[src/lane_cfg_pkg.sv]
package lane_cfg_pkg;

  // ----------------------------------------------------------------
  // Register map
  // ----------------------------------------------------------------
  localparam int unsigned NUM_REGS = 5;
  localparam logic [7:0] ADDR_RESERVED_SPARE_A = 8'h30;
  localparam logic [7:0] ADDR_RESERVED_SPARE_B = 8'h31;
  localparam logic [7:0] ADDR_LANE_IDLE_DETECT_CFG = 8'h32;
  localparam logic [7:0] ADDR_LANE_INPUT_EQUALIZER = 8'h33;
  localparam logic [7:0] ADDR_LANE_OUTPUT_SWING_CFG = 8'h34;

  // Index of each register in the bank
  localparam int unsigned IDX_SPARE_A = 0;
  localparam int unsigned IDX_SPARE_B = 1;
  localparam int unsigned IDX_IDLE_DETECT = 2;
  localparam int unsigned IDX_EQUALIZER = 3;
  localparam int unsigned IDX_SWING = 4;

  // ----------------------------------------------------------------
  // Reset values
  // ----------------------------------------------------------------
  localparam logic [7:0] RST_RESERVED_SPARE_A = 8'h00;
  localparam logic [7:0] RST_RESERVED_SPARE_B = 8'h00;
  localparam logic [7:0] RST_LANE_IDLE_DETECT_CFG = 8'h00;
  localparam logic [7:0] RST_LANE_INPUT_EQUALIZER = 8'h2f;
  localparam logic [7:0] RST_LANE_OUTPUT_SWING_CFG = 8'had;
  localparam logic [7:0] RDATA_UNMAPPED = 8'h00;

  // ----------------------------------------------------------------
  // Field positions
  // ----------------------------------------------------------------
  localparam int unsigned IDLE_MANUAL_PERMIT_BIT = 5;
  localparam int unsigned OUTPUT_MUTE_SEL_BIT = 4;
  localparam int unsigned DET_MODE_HI = 3;
  localparam int unsigned DET_MODE_LO = 2;
  localparam int unsigned EQ_LEVEL_HI = 7;
  localparam int unsigned EQ_LEVEL_LO = 0;
  localparam int unsigned SHORT_PROTECT_BIT = 7;
  localparam int unsigned RATE_GROUP_BIT = 6;
  localparam int unsigned OUTPUT_SWING_HI = 2;
  localparam int unsigned OUTPUT_SWING_LO = 0;

  // ----------------------------------------------------------------
  // Far-end detect mode codes
  // ----------------------------------------------------------------
  localparam logic [1:0] DET_MODE_HIZ = 2'h0;
  localparam logic [1:0] DET_MODE_AUTO_LIMITED = 2'h1;
  localparam logic [1:0] DET_MODE_AUTO_FOREVER = 2'h2;
  localparam logic [1:0] DET_MODE_FIXED_50 = 2'h3;

  // ----------------------------------------------------------------
  // Detection timing
  // ----------------------------------------------------------------
  localparam int unsigned CLK_FREQ_HZ = 100_000_000;
  localparam int unsigned DETECT_PERIOD_MS = 12;
  localparam int unsigned DETECT_WINDOW_MS = 600;
  localparam int unsigned DETECT_PERIOD_CYC_DFLT = (CLK_FREQ_HZ / 1000) * DETECT_PERIOD_MS;
  localparam int unsigned DETECT_MAX_ATTEMPTS = DETECT_WINDOW_MS / DETECT_PERIOD_MS;
  localparam logic [31:0] TIMER_ZERO = 32'h0000_0000;
  localparam logic [5:0] ATTEMPTS_ZERO = 6'h00;
  localparam logic [5:0] ATTEMPT_STEP = 6'h01;
  localparam logic [31:0] TIMER_STEP = 32'h0000_0001;

  typedef enum logic [2:0] {
    ST_HIZ,
    ST_FIXED,
    ST_SEARCH,
    ST_FOUND,
    ST_STOPPED
  } det_state_t;

endpackage

[src/lane_detect_if.sv]
interface lane_detect_if;
  logic [1:0] mode;
  logic far_end_present;
  logic attempt;
  logic term_50;
  logic found;

  modport ctrl (
    output mode,
    output far_end_present,
    input attempt,
    input term_50,
    input found
  );

  modport engine (
    input mode,
    input far_end_present,
    output attempt,
    output term_50,
    output found
  );
endinterface

[src/lane_far_end_detect.sv]
module lane_far_end_detect
  import lane_cfg_pkg::*;
#(
  parameter int unsigned DETECT_PERIOD_CYC = DETECT_PERIOD_CYC_DFLT
)(
  input wire logic clk_sys_i,
  input wire logic rstn_i,
  lane_detect_if.engine det
);

  localparam logic [31:0] PERIOD_LAST = 32'(DETECT_PERIOD_CYC - 1);
  localparam logic [5:0] ATTEMPTS_LAST = 6'(DETECT_MAX_ATTEMPTS - 1);

  det_state_t state_r, state_nxt;
  logic [1:0] mode_r, mode_nxt;
  logic [31:0] timer_r, timer_nxt;
  logic [5:0] attempts_r, attempts_nxt;
  logic attempt_r, attempt_nxt;
  logic term_50_r, term_50_nxt;
  logic found_r, found_nxt;

  // ----------------------------------------------------------------
  // Mode entry state
  // ----------------------------------------------------------------
  function automatic det_state_t entry_state(input logic [1:0] mode);
    det_state_t st;
    st = ST_SEARCH;
    if (mode == DET_MODE_HIZ)
    begin
      st = ST_HIZ;
    end
    else if (mode == DET_MODE_FIXED_50)
    begin
      st = ST_FIXED;
    end
    return st;
  endfunction

  // ----------------------------------------------------------------
  // Next state
  // ----------------------------------------------------------------
  always_comb
  begin
    state_nxt = state_r;
    mode_nxt = det.mode;
    timer_nxt = timer_r;
    attempts_nxt = attempts_r;
    attempt_nxt = 1'b0;
    if (det.mode != mode_r)
    begin
      state_nxt = entry_state(det.mode);
      timer_nxt = TIMER_ZERO;
      attempts_nxt = ATTEMPTS_ZERO;
    end
    else
    begin
      unique case (state_r)
        ST_HIZ, ST_FIXED, ST_FOUND, ST_STOPPED:
        begin
          timer_nxt = TIMER_ZERO;
        end
        ST_SEARCH:
        begin
          if (timer_r == PERIOD_LAST)
          begin
            timer_nxt = TIMER_ZERO;
            attempt_nxt = 1'b1;
            attempts_nxt = attempts_r + ATTEMPT_STEP;
            if (det.far_end_present)
            begin
              state_nxt = ST_FOUND;
            end
            else if ((det.mode == DET_MODE_AUTO_LIMITED) && (attempts_r == ATTEMPTS_LAST))
            begin
              state_nxt = ST_STOPPED;
            end
            else if (det.mode == DET_MODE_AUTO_FOREVER)
            begin
              attempts_nxt = ATTEMPTS_ZERO;
            end
          end
          else
          begin
            timer_nxt = timer_r + TIMER_STEP;
          end
        end
      endcase
    end
    term_50_nxt = (state_nxt == ST_FIXED) || (state_nxt == ST_FOUND);
    found_nxt = (state_nxt == ST_FOUND);
  end

  always_ff @(posedge clk_sys_i or negedge rstn_i)
  begin
    if (!rstn_i)
    begin
      state_r <= ST_HIZ;
      mode_r <= DET_MODE_HIZ;
      timer_r <= TIMER_ZERO;
      attempts_r <= ATTEMPTS_ZERO;
      attempt_r <= 1'b0;
      term_50_r <= 1'b0;
      found_r <= 1'b0;
    end
    else
    begin
      state_r <= state_nxt;
      mode_r <= mode_nxt;
      timer_r <= timer_nxt;
      attempts_r <= attempts_nxt;
      attempt_r <= attempt_nxt;
      term_50_r <= term_50_nxt;
      found_r <= found_nxt;
    end
  end

  assign det.attempt = attempt_r;
  assign det.term_50 = term_50_r;
  assign det.found = found_r;

endmodule // lane_far_end_detect

[src/lane_config_register_bank.sv]
module lane_config_register_bank
  import lane_cfg_pkg::*;
#(
  parameter int unsigned DETECT_PERIOD_CYC = DETECT_PERIOD_CYC_DFLT
)(
  input wire logic clk_sys_i,
  input wire logic rstn_i,
  input wire logic wr_en_i,
  input wire logic rd_en_i,
  input wire logic [7:0] addr_i,
  input wire logic [7:0] wdata_i,
  input wire logic [1:0] det_mode_pin_i,
  input wire logic idle_detected_i,
  input wire logic far_end_present_i,
  output logic [7:0] rdata_o,
  output logic rdata_valid_o,
  output logic lane_mute_o,
  output logic term_50_o,
  output logic detect_attempt_o,
  output logic far_end_found_o,
  output logic [7:0] eq_level_o,
  output logic short_protect_en_o,
  output logic rate_gen12_o,
  output logic [2:0] output_swing_o
);

  // ----------------------------------------------------------------
  // Register table
  // ----------------------------------------------------------------
  localparam logic [7:0] REG_ADDR [NUM_REGS] = '{
    ADDR_RESERVED_SPARE_A,
    ADDR_RESERVED_SPARE_B,
    ADDR_LANE_IDLE_DETECT_CFG,
    ADDR_LANE_INPUT_EQUALIZER,
    ADDR_LANE_OUTPUT_SWING_CFG
  };

  localparam logic [7:0] REG_RST [NUM_REGS] = '{
    RST_RESERVED_SPARE_A,
    RST_RESERVED_SPARE_B,
    RST_LANE_IDLE_DETECT_CFG,
    RST_LANE_INPUT_EQUALIZER,
    RST_LANE_OUTPUT_SWING_CFG
  };

  // ----------------------------------------------------------------
  // Address decode
  // ----------------------------------------------------------------
  function automatic logic [NUM_REGS-1:0] reg_hit(input logic [7:0] addr);
    logic [NUM_REGS-1:0] hit;
    hit = '0;
    for (int i = 0; i < NUM_REGS; i++)
    begin
      hit[i] = (addr == REG_ADDR[i]);
    end
    return hit;
  endfunction

  logic [NUM_REGS-1:0] wr_hit;
  logic [NUM_REGS-1:0] rd_hit;

  assign wr_hit = wr_en_i ? reg_hit(addr_i) : '0;
  assign rd_hit = rd_en_i ? reg_hit(addr_i) : '0;

  // ----------------------------------------------------------------
  // Register storage
  // ----------------------------------------------------------------
  logic [7:0] regs_r [NUM_REGS];
  logic [7:0] regs_nxt [NUM_REGS];

  genvar g;
  generate
    for (g = 0; g < NUM_REGS; g++)
    begin : g_reg
      always_comb
      begin
        regs_nxt[g] = regs_r[g];
        if (wr_hit[g])
        begin
          regs_nxt[g] = wdata_i;
        end
      end

      always_ff @(posedge clk_sys_i or negedge rstn_i)
      begin
        if (!rstn_i)
        begin
          regs_r[g] <= REG_RST[g];
        end
        else
        begin
          regs_r[g] <= regs_nxt[g];
        end
      end
    end
  endgenerate

  // ----------------------------------------------------------------
  // Read path
  // ----------------------------------------------------------------
  logic [7:0] rdata_r, rdata_nxt;
  logic rdata_valid_r, rdata_valid_nxt;

  always_comb
  begin
    rdata_nxt = rdata_r;
    rdata_valid_nxt = rd_en_i;
    if (rd_en_i)
    begin
      rdata_nxt = RDATA_UNMAPPED;
      for (int i = 0; i < NUM_REGS; i++)
      begin
        if (rd_hit[i])
        begin
          rdata_nxt = regs_r[i];
        end
      end
    end
  end

  always_ff @(posedge clk_sys_i or negedge rstn_i)
  begin
    if (!rstn_i)
    begin
      rdata_r <= RDATA_UNMAPPED;
      rdata_valid_r <= 1'b0;
    end
    else
    begin
      rdata_r <= rdata_nxt;
      rdata_valid_r <= rdata_valid_nxt;
    end
  end

  // ----------------------------------------------------------------
  // Detect mode selection
  // ----------------------------------------------------------------
  logic det_mode_written_r, det_mode_written_nxt;
  logic [1:0] det_mode_r, det_mode_nxt;
  logic far_end_present_r, far_end_present_nxt;

  always_comb
  begin
    det_mode_written_nxt = det_mode_written_r | wr_hit[IDX_IDLE_DETECT];
    if (det_mode_written_r)
    begin
      det_mode_nxt = regs_r[IDX_IDLE_DETECT][DET_MODE_HI:DET_MODE_LO];
    end
    else
    begin
      det_mode_nxt = det_mode_pin_i;
    end
    far_end_present_nxt = far_end_present_i;
  end

  always_ff @(posedge clk_sys_i or negedge rstn_i)
  begin
    if (!rstn_i)
    begin
      det_mode_written_r <= 1'b0;
      det_mode_r <= DET_MODE_HIZ;
      far_end_present_r <= 1'b0;
    end
    else
    begin
      det_mode_written_r <= det_mode_written_nxt;
      det_mode_r <= det_mode_nxt;
      far_end_present_r <= far_end_present_nxt;
    end
  end

  // ----------------------------------------------------------------
  // Far-end detection engine
  // ----------------------------------------------------------------
  lane_detect_if det_if ();

  assign det_if.mode = det_mode_r;
  assign det_if.far_end_present = far_end_present_r;

  lane_far_end_detect #(
    .DETECT_PERIOD_CYC(DETECT_PERIOD_CYC)
  ) u_detect (
    .clk_sys_i(clk_sys_i),
    .rstn_i(rstn_i),
    .det(det_if.engine)
  );

  // ----------------------------------------------------------------
  // Idle control
  // ----------------------------------------------------------------
  logic lane_mute_r, lane_mute_nxt;

  always_comb
  begin
    if (regs_r[IDX_IDLE_DETECT][IDLE_MANUAL_PERMIT_BIT])
    begin
      lane_mute_nxt = regs_r[IDX_IDLE_DETECT][OUTPUT_MUTE_SEL_BIT];
    end
    else
    begin
      lane_mute_nxt = idle_detected_i;
    end
  end

  always_ff @(posedge clk_sys_i or negedge rstn_i)
  begin
    if (!rstn_i)
    begin
      lane_mute_r <= 1'b0;
    end
    else
    begin
      lane_mute_r <= lane_mute_nxt;
    end
  end

  // ----------------------------------------------------------------
  // Outputs
  // ----------------------------------------------------------------
  assign rdata_o = rdata_r;
  assign rdata_valid_o = rdata_valid_r;
  assign lane_mute_o = lane_mute_r;
  assign term_50_o = det_if.term_50;
  assign detect_attempt_o = det_if.attempt;
  assign far_end_found_o = det_if.found;
  assign eq_level_o = regs_r[IDX_EQUALIZER][EQ_LEVEL_HI:EQ_LEVEL_LO];
  assign short_protect_en_o = regs_r[IDX_SWING][SHORT_PROTECT_BIT];
  assign rate_gen12_o = regs_r[IDX_SWING][RATE_GROUP_BIT];
  assign output_swing_o = regs_r[IDX_SWING][OUTPUT_SWING_HI:OUTPUT_SWING_LO];

endmodule // lane_config_register_bank

[config.mk]
export PLATFORM = sky130hd
export DESIGN_NAME = lane_config_register_bank
export DESIGN_NICKNAME = d
export VERILOG_FILES = /design/src/lane_cfg_pkg.sv /design/src/lane_detect_if.sv /design/src/lane_far_end_detect.sv /design/src/lane_config_register_bank.sv
export SDC_FILE = /design/constraint.sdc
export NUM_CORES = 1
export LEC_CHECK = 0
export ABC_AREA = 1
export BUFFER_PORTS_ARGS = -buffer_cell sky130_fd_sc_hd__buf_2
export CAP_MARGIN = 20
export CORE_UTILIZATION = 35
export CTS_CLUSTER_DIAMETER = 100
export DETAILED_ROUTE_END_ITERATION = 12
export GPL_TIMING_DRIVEN = 0
export SLEW_MARGIN = 30
export SYNTH_ARGS = -nofsm -noshare
export SYNTH_HDL_FRONTEND = slang
export SYNTH_HIERARCHICAL = 1
export SYNTH_SLANG_ARGS = --single-unit
[constraint.sdc]
create_clock -name clk_sys_i -period 3.5 [get_ports clk_sys_i]
set_input_delay 0 -clock clk_sys_i [delete_from_list [all_inputs] [get_ports clk_sys_i]]
set_output_delay 0 -clock clk_sys_i [all_outputs]
set_load 0.005 [all_outputs]
==> impl_metrics.json <==
{
  "status": "finished, final reports clean",
  "startpoint_type": "register",
  "numPortBuffers": 49,
  "numCtsBuffers": 9,
  "antenna_left": 0,
  "nNetsFinal": 776,
  "place_congestion": 0.879,
  "hpwlAfterDp_um": 9420,
  "grt_use_total_pct": 17.2,
  "grt_start_max_net_pins": 54,
  "min_period_ns": 1.83,
  "synthesis.area_um2": 5370,
  "cp_num_buf_inv": 1,
  "rows": 44,
  "syn2layout_area_growth_pct": 17.1,
  "dieArea_um2": 15800,
  "synth_edf_count": 0,
  "grt_pass1_wl_um": 21400,
  "finalPower_uw": 2420,
  "clock_sinks": 100,
  "synthArstFlopShare_pct": 100,
  "vias_per_cell": 4.71,
  "synthTopCellsByArea": "dfrtp_1 (42%), nand2_1 (11%), nor2_1 (6.7%)",
  "netlist.area_leader.share_pct": 42.0,
  "initial_utilization_pct": 36.4,
  "first_pass_iters": 4,
  "max_cap_violations": 0,
  "yosysTopAreaCell": "dfrtp_1",
  "drive_above_1_share_pct": 19.6,
  "skew_ns": 0.00790,
  "slew_headroom_pct": 53.6,
  "clk_pin_slew_ns": 0.07,
  "final_common_cell": "nand2_1",
  "cts_max_level": 3,
  "setup-tns-final_ns": 0,
  "grt_pass1_vias": 4254,
  "powerDensity_nw_per_um2": 384,
  "finalMaxSlewViolations": 0,
  "critical-path-top-delay-family": "simple AND/OR/NAND/NOR gates",
  "crit_fanout": 10,
  "post-cts-setup-buffers": 0,
  "final_cell_mix": "nand2_1 (159), nor2_1 (96), dfrtp_1 (90)",
  "synthFlopType": "dfrtp_1",
  "core_area_um2": 14800,
  "place_area_um2": 5880,
  "die_w_um": 126,
  "drtIter0Drc": 232,
  "min_path_type": "in -> reg",
  "grt_antenna_before_repair": 0,
  "max_stage_delay_ns": 0.40,
  "final-hold-violation-count": 0,
  "ios": 50,
  "crit_type": "reg -> reg",
  "fmax_mhz": 546,
  "fin_crit_sh_pct": 52.4,
  "drcViolationCount": 0,
  "finalWorstSetupSlack_ns": 1.67,
  "ys_warn_count": 6,
  "leakagePower_uw": 0.00303,
  "end_kind": "register",
  "peakVddDrop_uv": 385,
  "synth_fp_nets": 702,
  "ys_seq_area_share_pct": 46.9,
  "slowest_stage": "dfrtp_1",
  "antenna_cells": 0,
  "cts_buffer_depth": 2,
  "ys_types": 39,
  "dpl_worst_slack_ns": 1.67,
  "arrival_ns": 2.06,
  "fp.dieH_um": 126,
  "synth.avg_cell_area_um2": 7.99,
  "wire_per_inst_um": 13.6,
  "crit_required_ns": 3.73,
  "rsz0062_at_grt": "false",
  "wirelength_um": 12700,
  "crit_chain": "ha_1, nand2_2, nor2_4, nand2_4, nor3_4, nand2_2, nand2_4, inv_4, o21ai_1, a21oi_1",
  "globalRoute.totalOverflow": 0,
  "syn_inst": 672,
  "stdcell_area_um2": 6290,
  "clockRootBuffer": "clkbuf_16",
  "tightestPinTransition_ns": 0.692,
  "clk-insertion-delay-late_ns": 0.35,
  "setup_violations": 0,
  "cts_tree": "yes",
  "ys_ff_latch": 100,
  "vias": 4400
}
==> stage by stage <==
stage,std cells,utilization [%],hold slack (ns)
6_report,935,42.6,0.0147
3_5_place_dp,906,39.8,-0.0209
3_3_place_gp,905,39.6,0.108
2_1_floorplan,672,-,-0.296
5_1_grt,935,42.6,0.00982
4_1_cts,935,42.6,0.00645
==> cells by family (layout without fill, tap and decap cells) <==
family	after synthesis	count (layout)	share of synthesized area, %
XOR/XNOR	13	13	2.12
adder cells (fa/ha/maj)	6	6	1.40
AO/OA/AOI/OAI	66	66	7.53
buffers and inverters	108	187	9.02
AND/OR/NAND/NOR	379	379	33.1
flip-flops	100	100	46.9
==> cell type report <==
class,count,area (um^2)
buffer,20,151
tap,184,230
clock buffer,12,246
sequential,100,2510
inverter,88,333
clock inverter,4,33.8
multi-input combinational,464,2370
fill,1545,8470
timing repair buffer,63,409
==> power breakdown <==
part,total [uW],internal [uW],switching [uW]
combinational,229,87.2,142
clock,960,510,450
sequential,1230,1200,25.6
total,2420,1800,617
==> cells in the mapped netlist (2+ instances only) <==
cell type,count
nand2_2,8
nor2_8,3
nor2_4,5
inv_2,4
xor2_1,11
dfrtp_1,90
dfstp_2,10
o21a_1,2
nand3b_1,2
nand2_4,3
ha_1,6
nor3_2,4
nor2_2,5
xnor2_1,2
buf_6,4
nor2_1,96
o21ai_1,29
o21ai_0,6
inv_1,83
buf_2,4
nand4_1,17
buf_4,11
nor3_1,18
a21oi_1,10
nand2_1,159
o21ai_2,16
nand3_1,52
==> registers in the layout (all words and copies together) (netlist names) <==
register and flops:
short_protect_en_o 1, det_if.far_end_present 1, u_detect/det.term_50 1, u_detect/det.found 1, rdata_valid_o 1, u_detect/det.attempt 1, rdata_o 8, u_detect/timer_r 32
det_if.mode 2, rate_gen12_o 1, det_mode_written_r 1, eq_level_o 8, lane_mute_o 1, output_swing_o 3, u_detect/state_r 3, regs_r 27
u_detect/attempts_r 6, u_detect/mode_r 2
==> tightest hold or removal path, delay by kind of cell <==
| family | cells | cell delay, ns |
|---|---|---|
| AO/OA/AOI/OAI | 1 | 0.15 |
| buffers and inverters | 2 | 0.18 |
==> routing by layer <==
metal / vias to the layer above / track usage (%) / share of wire (%)
li1: 2283 / - / -
met1: 2011 / 22.4 / 46
met2: 87 / 28.5 / 47
met3: 19 / 4.04 / 3.9
met4: 0 / 5.46 / 2.2
met5: - / 0 / 0
==> worst paths after layout <==
check	slack, ns	startpoint	end	depth (start not counted)
max in group asynchronous	2.68	rstn_i	regs_r[5]	3
min in group asynchronous	0.15	rstn_i	u_detect/timer_r[5]	2
max	1.67	u_detect/timer_r[0]	u_detect/timer_r[20]	10
min reg2reg	0.47	regs_r[5]	regs_r[5]	2
max reg2reg	1.67	u_detect/timer_r[0]	u_detect/timer_r[20]	10
min	0.01	wdata_i[2]	regs_r[34]	3
==> what timing repair did <==
item | CTS | global route
gates resized for setup | 0 | 0
hold endpoints to repair | 72 | 0
hold buffers | 13 | 0
No activity file was read; power rests on OpenSTA's default activity.
